===== src/verilog/rstsc_pkg.sv =====
/*
 * Constants for the reset source controller: register indices, field
 * positions, reset values, sequencer states and timing figures.
 * Assumes a 200 MHz system clock and a 32-bit Avalon-MM register bus.
 */
package rstsc_pkg;

    // ------------------------------------------------------------
    // Register indices (byte address is four times the index)
    // ------------------------------------------------------------
    localparam logic [1:0] IDX_CAUSE_FLAGS = 2'h0;
    localparam logic [1:0] IDX_SW_TRIGGER  = 2'h1;
    localparam logic [1:0] IDX_UNLOCK      = 2'h2;
    localparam logic [1:0] IDX_CONTROL     = 2'h3;
    localparam int         ADDR_W          = 4;

    // ------------------------------------------------------------
    // Cause flag bit positions
    // ------------------------------------------------------------
    localparam int FLAG_POWER_ON = 0;
    localparam int FLAG_BROWNOUT = 1;
    localparam int FLAG_PIN      = 2;
    localparam int FLAG_WATCHDOG = 3;
    localparam int FLAG_SOFTWARE = 4;
    localparam int FLAG_DEBUG    = 5;
    localparam int FLAG_W        = 6;

    localparam logic [5:0] FLAGS_AFTER_POR = 6'h01;

    // Software trigger and control fields
    localparam int SW_REQUEST_BIT   = 0;
    localparam int CTRL_WDT_EN_BIT  = 0;
    localparam logic CTRL_WDT_EN_RST = 1'b1;

    // ------------------------------------------------------------
    // Write protection
    // ------------------------------------------------------------
    localparam logic [7:0] UNLOCK_KEY_DEFAULT = 8'h5a;
    localparam logic [2:0] UNLOCK_ACCESSES    = 3'h4;

    // ------------------------------------------------------------
    // Timing
    // ------------------------------------------------------------
    localparam int CLK_PERIOD_PS      = 5000;
    localparam int STARTUP_STEP_NS    = 1000;
    localparam int STARTUP_STEP_CYC   = (STARTUP_STEP_NS * 1000) / CLK_PERIOD_PS;
    localparam int STARTUP_CNT_W      = 24;

    // ------------------------------------------------------------
    // Sequencer states, Gray coded along the boot path through ST_STARTUP
    // ------------------------------------------------------------
    typedef enum logic [2:0] {
        ST_HOLD    = 3'b000,
        ST_FUSE    = 3'b001,
        ST_STARTUP = 3'b011,
        ST_CRC     = 3'b010,
        ST_RUN     = 3'b110
    } rstsc_state_e;

endpackage : rstsc_pkg


===== src/verilog/rstsc_top.sv =====
/*
 * Reset source controller: gathers power-on, brown-out, pin, watchdog,
 * software and debug-port reset requests, sequences the release of the
 * device reset and records the cause for software.
 * Assumes detector and fuse inputs synchronous to i_clk, and an Avalon-MM
 * master that holds each request until waitrequest is low.
 */
`timescale 1ns/1ps

// Summary of operation
// - Cause of each reset is stored in the cause flag register for software.
// - Pin, brown-out and watchdog sources honoured only when their enable is set.
// - Power-on detector holds reset until start-up and initialization finish.
// - Power-on detector falling below level re-asserts reset at once.
// - Brown-out detector below fuse-selected level issues a reset.
// - Enabled reset pin held low requests reset; release only once high.
// - Watchdog timeout request issues a watchdog reset.
// - Writing one to bit 0 of the software trigger registers a request that starts reset the next cycle.
// - Software reset request bit always reads zero.
// - Trigger write without preceding unlock leaves everything unchanged.
// - All resets reload fuses; only power-on and brown-out reset debug logic.
// - Every reset reloads fuse and signature loaded registers.
// - Start-up delay added after release only for power-supply resets.
// - Initialization extended by the memory CRC scan when selected.
// - Writing one clears a flag; writing zero leaves it.
// - Power-on sets only its flag; others blocked until a full boot.
// - Flags: debug bit 5, software 4, watchdog 3, pin 2, brown-out 1, power-on 0.
// - Debug reset only from the debug port, never from software.
// - Controller has no sleep input; it advances on every clock with i_ce high and holds while i_ce is low.
module rstsc_top #(
    parameter logic [7:0] UNLOCK_KEY          = rstsc_pkg::UNLOCK_KEY_DEFAULT,
    parameter int         STARTUP_STEP_CYCLES = rstsc_pkg::STARTUP_STEP_CYC
) (
    // Clock, reset, enable
    input  wire logic                          i_clk,
    input  wire logic                          i_rst,
    input  wire logic                          i_ce,
    // Avalon-MM slave
    input  wire logic [rstsc_pkg::ADDR_W-1:0]  i_avs_address,
    input  wire logic                          i_avs_read,
    input  wire logic                          i_avs_write,
    input  wire logic [31:0]                   i_avs_writedata,
    input  wire logic [3:0]                    i_avs_byteenable,
    output logic [31:0]                        o_avs_readdata,
    output logic                               o_avs_waitrequest,
    // Reset sources
    input  wire logic                          i_power_on_active,
    input  wire logic                          i_brownout_active,
    input  wire logic                          i_brownout_enable,
    input  wire logic                          i_reset_pin_n,
    input  wire logic                          i_reset_pin_config,
    input  wire logic                          i_watchdog_timer_reset,
    input  wire logic                          i_debug_program_port_reset,
    // Fuse settings
    input  wire logic [2:0]                    i_startup_time_setting,
    input  wire logic                          i_startup_crc_scan_select,
    // Initialization handshakes
    output logic                               o_fuse_reload,
    input  wire logic                          i_fuse_loaded,
    output logic                               o_crc_scan_start,
    input  wire logic                          i_crc_scan_done,
    // Reset outputs
    output logic                               o_sys_rst,
    output logic                               o_debug_rst
);

    // ------------------------------------------------------------
    // State
    // ------------------------------------------------------------
    typedef struct packed {
        rstsc_pkg::rstsc_state_e           st;
        logic [rstsc_pkg::FLAG_W-1:0]      flags;
        logic                              power_cause;
        logic                              boot_seen;
        logic                              sw_req;
        logic                              wdt_en;
        logic [2:0]                        unlock_cnt;
        logic [rstsc_pkg::STARTUP_CNT_W-1:0] cnt;
        logic                              ack;
        logic [7:0]                        rdata;
    } rstsc_s;

    rstsc_s s;
    rstsc_s next_s;

    logic                              bus_req;
    logic                              bus_take;
    logic [1:0]                        widx;
    logic                              wmapped;
    logic                              src_level;
    logic                              src_any;
    logic                              power_src;
    logic [rstsc_pkg::FLAG_W-1:0]      set_flags;
    logic [rstsc_pkg::FLAG_W-1:0]      clr_flags;
    logic [rstsc_pkg::STARTUP_CNT_W-1:0] startup_target;

    // ------------------------------------------------------------
    // Bus decode
    // ------------------------------------------------------------
    // One wait cycle per access keeps read data registered.
    assign bus_req  = i_avs_read | i_avs_write;
    assign bus_take = bus_req & s.ack;
    assign widx     = i_avs_address[3:2];
    assign wmapped  = (i_avs_address[1:0] == 2'h0);
    assign o_avs_waitrequest = bus_req & ~s.ack;
    assign o_avs_readdata    = {24'h000000, s.rdata};

    // ------------------------------------------------------------
    // Source gathering
    // ------------------------------------------------------------
    assign power_src = i_power_on_active
                     | (i_brownout_enable & i_brownout_active);
    // Debug requests enter only through the port input, never a register.
    assign src_level = power_src
                     | (i_reset_pin_config & ~i_reset_pin_n)
                     | (s.wdt_en & i_watchdog_timer_reset)
                     | i_debug_program_port_reset;
    assign src_any   = src_level | s.sw_req;

    always_comb
    begin
        set_flags = '0;
        set_flags[rstsc_pkg::FLAG_BROWNOUT] = i_brownout_enable & i_brownout_active;
        set_flags[rstsc_pkg::FLAG_PIN]      = i_reset_pin_config & ~i_reset_pin_n;
        set_flags[rstsc_pkg::FLAG_WATCHDOG] = s.wdt_en & i_watchdog_timer_reset;
        set_flags[rstsc_pkg::FLAG_SOFTWARE] = s.sw_req;
        set_flags[rstsc_pkg::FLAG_DEBUG]    = i_debug_program_port_reset;
        if (!s.boot_seen)
        begin
            set_flags = '0;
        end
    end

    assign clr_flags = (bus_take && i_avs_write && wmapped && i_avs_byteenable[0]
                        && widx == rstsc_pkg::IDX_CAUSE_FLAGS)
                     ? i_avs_writedata[rstsc_pkg::FLAG_W-1:0] : '0;

    assign startup_target = rstsc_pkg::STARTUP_CNT_W'(STARTUP_STEP_CYCLES)
                            << i_startup_time_setting;

    // ------------------------------------------------------------
    // Next state
    // ------------------------------------------------------------
    always_comb
    begin
        next_s     = s;
        next_s.ack = bus_req & ~s.ack;

        // Cause flags: a set in the clearing cycle wins.
        next_s.flags = (s.flags & ~clr_flags) | set_flags;
        if (i_power_on_active)
        begin
            next_s.flags     = rstsc_pkg::FLAGS_AFTER_POR;
            next_s.boot_seen = 1'b0;
        end

        // Read data, captured in the cycle before the answer
        next_s.rdata = 8'h00;
        if (i_avs_read && !s.ack && wmapped)
        begin
            unique case (widx)
                rstsc_pkg::IDX_CAUSE_FLAGS: next_s.rdata = {2'b00, s.flags};
                rstsc_pkg::IDX_SW_TRIGGER:  next_s.rdata = 8'h00;
                rstsc_pkg::IDX_UNLOCK:      next_s.rdata = {7'h00, s.unlock_cnt != 3'h0};
                rstsc_pkg::IDX_CONTROL:     next_s.rdata = {1'b0, s.st, 3'h0, s.wdt_en};
            endcase
        end

        // Unlock window counts completed bus accesses after the key.
        if (bus_take && s.unlock_cnt != 3'h0)
        begin
            next_s.unlock_cnt = s.unlock_cnt - 3'h1;
        end
        if (bus_take && i_avs_write && wmapped && i_avs_byteenable[0])
        begin
            unique case (widx)
                rstsc_pkg::IDX_UNLOCK:
                begin
                    next_s.unlock_cnt = (i_avs_writedata[7:0] == UNLOCK_KEY)
                                      ? rstsc_pkg::UNLOCK_ACCESSES : 3'h0;
                end
                rstsc_pkg::IDX_SW_TRIGGER:
                begin
                    // A locked write is dropped without effect.
                    if (s.unlock_cnt != 3'h0 &&
                        i_avs_writedata[rstsc_pkg::SW_REQUEST_BIT])
                    begin
                        next_s.sw_req = 1'b1;
                    end
                    next_s.unlock_cnt = 3'h0;
                end
                rstsc_pkg::IDX_CONTROL:
                begin
                    next_s.wdt_en = i_avs_writedata[rstsc_pkg::CTRL_WDT_EN_BIT];
                end
                default:
                begin
                end
            endcase
        end

        // Sequencer
        if (src_any)
        begin
            // Any active source, in any state, restarts the hold on the next enabled clock.
            next_s.st     = rstsc_pkg::ST_HOLD;
            next_s.sw_req = 1'b0;
            next_s.cnt    = '0;
            if (s.st == rstsc_pkg::ST_RUN)
            begin
                next_s.power_cause = power_src;
            end
            else
            begin
                next_s.power_cause = s.power_cause | power_src;
            end
        end
        else
        begin
            unique case (s.st)
                rstsc_pkg::ST_HOLD:
                begin
                    next_s.st = rstsc_pkg::ST_FUSE;
                end
                rstsc_pkg::ST_FUSE:
                begin
                    if (i_fuse_loaded)
                    begin
                        next_s.st = s.power_cause ? rstsc_pkg::ST_STARTUP
                                                  : rstsc_pkg::ST_CRC;
                    end
                end
                rstsc_pkg::ST_STARTUP:
                begin
                    next_s.cnt = s.cnt + 1'b1;
                    if (s.cnt + 1'b1 >= startup_target)
                    begin
                        next_s.st  = rstsc_pkg::ST_CRC;
                        next_s.cnt = '0;
                    end
                end
                rstsc_pkg::ST_CRC:
                begin
                    if (!i_startup_crc_scan_select || i_crc_scan_done)
                    begin
                        next_s.st        = rstsc_pkg::ST_RUN;
                        next_s.boot_seen = 1'b1;
                    end
                end
                rstsc_pkg::ST_RUN:
                begin
                end
            endcase
        end
    end

    // ------------------------------------------------------------
    // Registers
    // ------------------------------------------------------------
    // No sleep input exists: the controller advances only on clocks with i_ce high.
    always_ff @(posedge i_clk or posedge i_rst)
    begin
        if (i_rst)
        begin
            s             <= '0;
            s.st          <= rstsc_pkg::ST_HOLD;
            s.flags       <= rstsc_pkg::FLAGS_AFTER_POR;
            s.power_cause <= 1'b1;
            s.wdt_en      <= rstsc_pkg::CTRL_WDT_EN_RST;
        end
        else if (i_ce)
        begin
            s <= next_s;
        end
    end

    // ------------------------------------------------------------
    // Outputs
    // ------------------------------------------------------------
    assign o_fuse_reload    = (s.st == rstsc_pkg::ST_FUSE);
    assign o_crc_scan_start = (s.st == rstsc_pkg::ST_CRC) & i_startup_crc_scan_select;
    // Power-on bypasses the sequencer so reset rises with no clock delay.
    assign o_sys_rst   = (s.st != rstsc_pkg::ST_RUN) | i_power_on_active;
    assign o_debug_rst = ((s.st != rstsc_pkg::ST_RUN) & s.power_cause)
                       | i_power_on_active;
endmodule : rstsc_top

===== config.mk =====
export PLATFORM = sky130hd
export DESIGN_NAME = rstsc_top
export DESIGN_NICKNAME = d
export VERILOG_FILES = /design/src/verilog/rstsc_pkg.sv /design/src/verilog/rstsc_top.sv
export SDC_FILE = /design/constraint.sdc
export NUM_CORES = 1
export LEC_CHECK = 0
export ABC_AREA = 1
export BUFFER_PORTS_ARGS = -buffer_cell sky130_fd_sc_hd__clkbuf_2
export CAP_MARGIN = 20
export CORE_MARGIN = 5
export CORE_UTILIZATION = 30
export CTS_BUF_LIST = sky130_fd_sc_hd__clkbuf_2 sky130_fd_sc_hd__clkbuf_4 sky130_fd_sc_hd__clkbuf_8
export DETAILED_ROUTE_END_ITERATION = 12
export SLEW_MARGIN = 0
export SYNTH_ARGS = -nofsm -noshare
export SYNTH_HDL_FRONTEND = slang
export SYNTH_SLANG_ARGS = --single-unit

===== constraint.sdc =====
create_clock -name i_clk -period 2.8 [get_ports i_clk]
set_input_delay 0.42 -clock i_clk [delete_from_list [all_inputs] [get_ports i_clk]]
set_output_delay 0.42 -clock i_clk [all_outputs]
set_load 0.005 [all_outputs]

==> results.md <==
- IO Count: 95
- Synth top area cells: dfrtp_1 32%, nand2_1 14%, ha_1 8.5%
- Synth unique cells: 39
- Area Overhead vs Synth: 14.2%
- CP Data Required Time: 3030 ps
- Largest net degree at the start of global routing: 20
- Critical path depth in cells: 18
- Worst reg2reg startpoint: s[9]$_DFFE_PP0P_
- Post-synth top area cell: dfrtp_1
- Post-synthesis sequential area ratio: 34.0%
- Reg-to-reg endpoint: s[21]$_DFFE_PP0P_
- Layout Nets: 612
- P_leak: 2.09 nW
- Num CTS Buffers: 5
- CP Launch Type: register
- Fin Setup TNS: 0 ps
- RSZ-0062 raised after global routing: yes
- Drc violations: 0
- Post-Route WL: 8190 µm
- Detailed Routing Iterations Pass 1: 4
- Hpwl dp: 6570 µm
- Clock sinks: 48
- WP data arrival: 2850 ps
- Antenna Nets Post-Route: 0
- Top_reg_cell synth: dfrtp_1
- Full die area: 14100 µm²
- Rows: 39
- Max Cap Violations: 0
- Core Region: between 10000 and 15000 µm²
- Pwr/cell area: 379 nW/µm²
- Non-Filler Instances: roughly 670
- CTS tree: built
- Status: complete, no violations
- WL/cell: approximately 12 µm
- CP Max Fanout: 5
- EDFF count, synth: 0
- Gr usage total: 11.6%
- Asr flop ratio synth: 100%
- Overflow after GRT: 0
- FILL cells: 1217
- Root buffer cell: clkbuf_8
- Synth Register Bits: 48
- YS warnings: 0
- Clock Path Buffers: 2
- # H-tree levels: 2
- CP endpoint kind: register
- Worst setup path class: register to register
- Worst skew pair latency: 320 ps
- Clock-pin slew on the worst setup and hold paths: 100 ps
- Tot Pwr: approximately 1.5 mW
- Worst VDD drop: 0.000167 V
- IO buf count: 42
- Initial antenna violation count: 0
- Biggest cell delay along the critical path: 430 ps
- Via density: 4.57
- DR vias: 3079
- Die X-Extent: 119 µm
- Worst path top cell family by delay: simple AND/OR/NAND/NOR gates
- Final worst path period share: 93.4%
- Hold_buf cts: 0
- N_diodes: 0
- Most used cell, CP: nand2_1
- Slowest CP cell: dfrtp_2
- Layout cells sized above 1: 19.6%
- Final instance area: 4050 µm²
- Fin. max-slew vios: 0
- Worst path cell trace: ha_4 > nand2_2 > nor2_4 > nand3_2 > xnor2_2 > ha_1 > nand2_1 > nor2_1 > nand2_1 > nand3_1 > nand2_1 > nand2_1 > nand2_1 > nand2_1 > nand2_4 > nand4_4 > buf_6 > o21ai_1
- Gate Count Post-Synth: 486
- Mapped Avg Cell Area: around 7.3 µm²
- CP startpoint: s[9]$_DFFE_PP0P_
- Final min period: 2620 ps
- Initial core utilization: 30.8%
- Die H: around 120 µm
- Cells after DPL: about 670
- Vias in the first global route: 3009
- # setup viols final: 0
- Reg2Reg Depth: 18
- First-pass GRT wire length: 13600 µm
- Final Skew: 14.3 ps
- WHS: 70.5 ps
- Synth top area share: 31.8%
- Max Clk Rate: approximately 380 MHz
- Gpl congestion: 0.873
- Fin. Hold Viols: 0
- Synth Cell Area: roughly 3500 µm²
- FF-to-FF setup slack: 180 ps
- Hold Crit Class: input port to async pin
- Drt initial violations: between 150 and 200
- Post-Place Cell Area: around 3800 µm²
- CP bufs+invs: 1
- Post-CTS Setup Inserts: 0
-- power breakdown --
part / internal [mW] / switching (mW) / total (mW)
Clock: 0.292 / 0.254 / 0.547
Combinational: 0.0919 / 0.153 / 0.245
Sequential: 0.724 / 0.0166 / 0.740
Total: 1.11 / 0.424 / 1.53
-- sequential cells by signal (all words and copies together), names as in the netlist --
signal          count
o_avs_readdata      7
s                  41
-- per-layer routing --
layer	share of wire (%)	vias to the layer above	global-route usage, %
met3	6.6	7	2.34
met1	46	1406	14.5
met4	0.74	0	3.19
li1	-	1569	-
met2	46	97	20.1
met5	0	-	0
-- cell type report --
| type | instances | area [µm²] | area share, % |
|---|---|---|---|
| clock inverters | 2 | 38.8 | 0.959 |
| multi-input cells | 363 | 2020 | 50.0 |
| inverters | 62 | 235 | 5.81 |
| flip-flops and latches | 48 | 1210 | 30.0 |
| clock buffers | 6 | 82.6 | 2.04 |
| well taps | 143 | 179 | 4.42 |
| repair buffers | 50 | 274 | 6.77 |
-- cell usage in the layout, fill, tap and decap left out, types with 4 or more instances in the layout --
| cell type | Yosys | layout |
|---|---|---|
| ha_1 | 24 | 23 |
| nor2_2 | 4 | 5 |
| dfrtp_1 | 45 | 39 |
| o21ai_1 | 8 | 8 |
| xor2_1 | 7 | 6 |
| xnor2_2 | 0 | 4 |
| o21ai_0 | 17 | 17 |
| nor2_1 | 54 | 52 |
| nor2_4 | 4 | 5 |
| a21oi_1 | 8 | 8 |
| clkbuf_8 | 0 | 6 |
| inv_1 | 60 | 59 |
| o31ai_1 | 5 | 5 |
| buf_4 | 32 | 7 |
| nand2_2 | 5 | 5 |
| conb_1 | 1 | 25 |
| nand2_1 | 135 | 134 |
| nand3_1 | 30 | 27 |
| dfrtp_2 | 0 | 6 |
| clkbuf_2 | 0 | 42 |
-- synthesized netlist by cell type, types with 2 or more instances --
library cell and number:
clkbuf_1 5, dfrtp_1 45, o21bai_1 2, nand3_1 30, nor2_2 4, nor3_1 4, a32o_1 3, dfstp_2 3
buf_4 32, o41ai_1 2, nand2_4 2, nand4_1 3, ha_1 24, o31ai_1 5, xnor2_1 7, nand2_2 5
o21ai_1 8, nand2_1 135, nor2_4 4, o21ai_0 17, nor2_1 54, a21oi_1 8, inv_1 60, xor2_1 7
or2_2 3
-- stage by stage --
| stage | utilization, % | setup slack (ps) |
|---|---|---|
| 2_1_floorplan | - | 483 |
| 5_1_grt | 35.1 | -7.16 |
| 3_3_place_gp | 33.2 | 47.3 |
| 6_report | 35.1 | 185 |
| 3_5_place_dp | 33.2 | -3.99 |
| 4_1_cts | 34.3 | 8.39 |
-- what timing repair did --
item                                    in CTS  in global routing
gates resized for setup                      1                 23
endpoints found under the setup margin       8                 18
gates cloned                                 0                  0
pin swaps                                    0                  3
-- worst max path at each step --
stage                   endpoint
6_report       s[21]$_DFFE_PP0P_
2_1_floorplan  s[14]$_DFFE_PP0P_
5_1_grt        s[23]$_DFFE_PP0P_
3_5_place_dp   s[21]$_DFFE_PP0P_
3_3_place_gp   s[23]$_DFFE_PP0P_
4_1_cts        s[21]$_DFFE_PP0P_
-- cells by family after synthesis --
logic type | after synthesis | share of synthesized area, %
AO/OA/AOI/OAI | 50 | 8.61
XOR/XNOR | 14 | 3.46
adder cells (fa/ha/maj) | 24 | 8.47
buffers and inverters | 99 | 13.9
flip-flops | 48 | 34.0
other | 1 | 0.106
AND/OR/NAND/NOR | 250 | 31.5
-- worst register-to-register path, stage by stage (launching register included) --
cell,delay [ps]
dfrtp_2,430
ha_4,160
nand2_2,70
nor2_4,200
nand3_2,110
xnor2_2,160
ha_1,310
nand2_1,60
nor2_1,40
nand2_1,50
nand3_1,80
nand2_1,80
nand2_1,50
nand2_1,50
nand2_1,100
nand2_4,130
nand4_4,160
buf_6,180
o21ai_1,120
(Power assumes the default switching activity.)
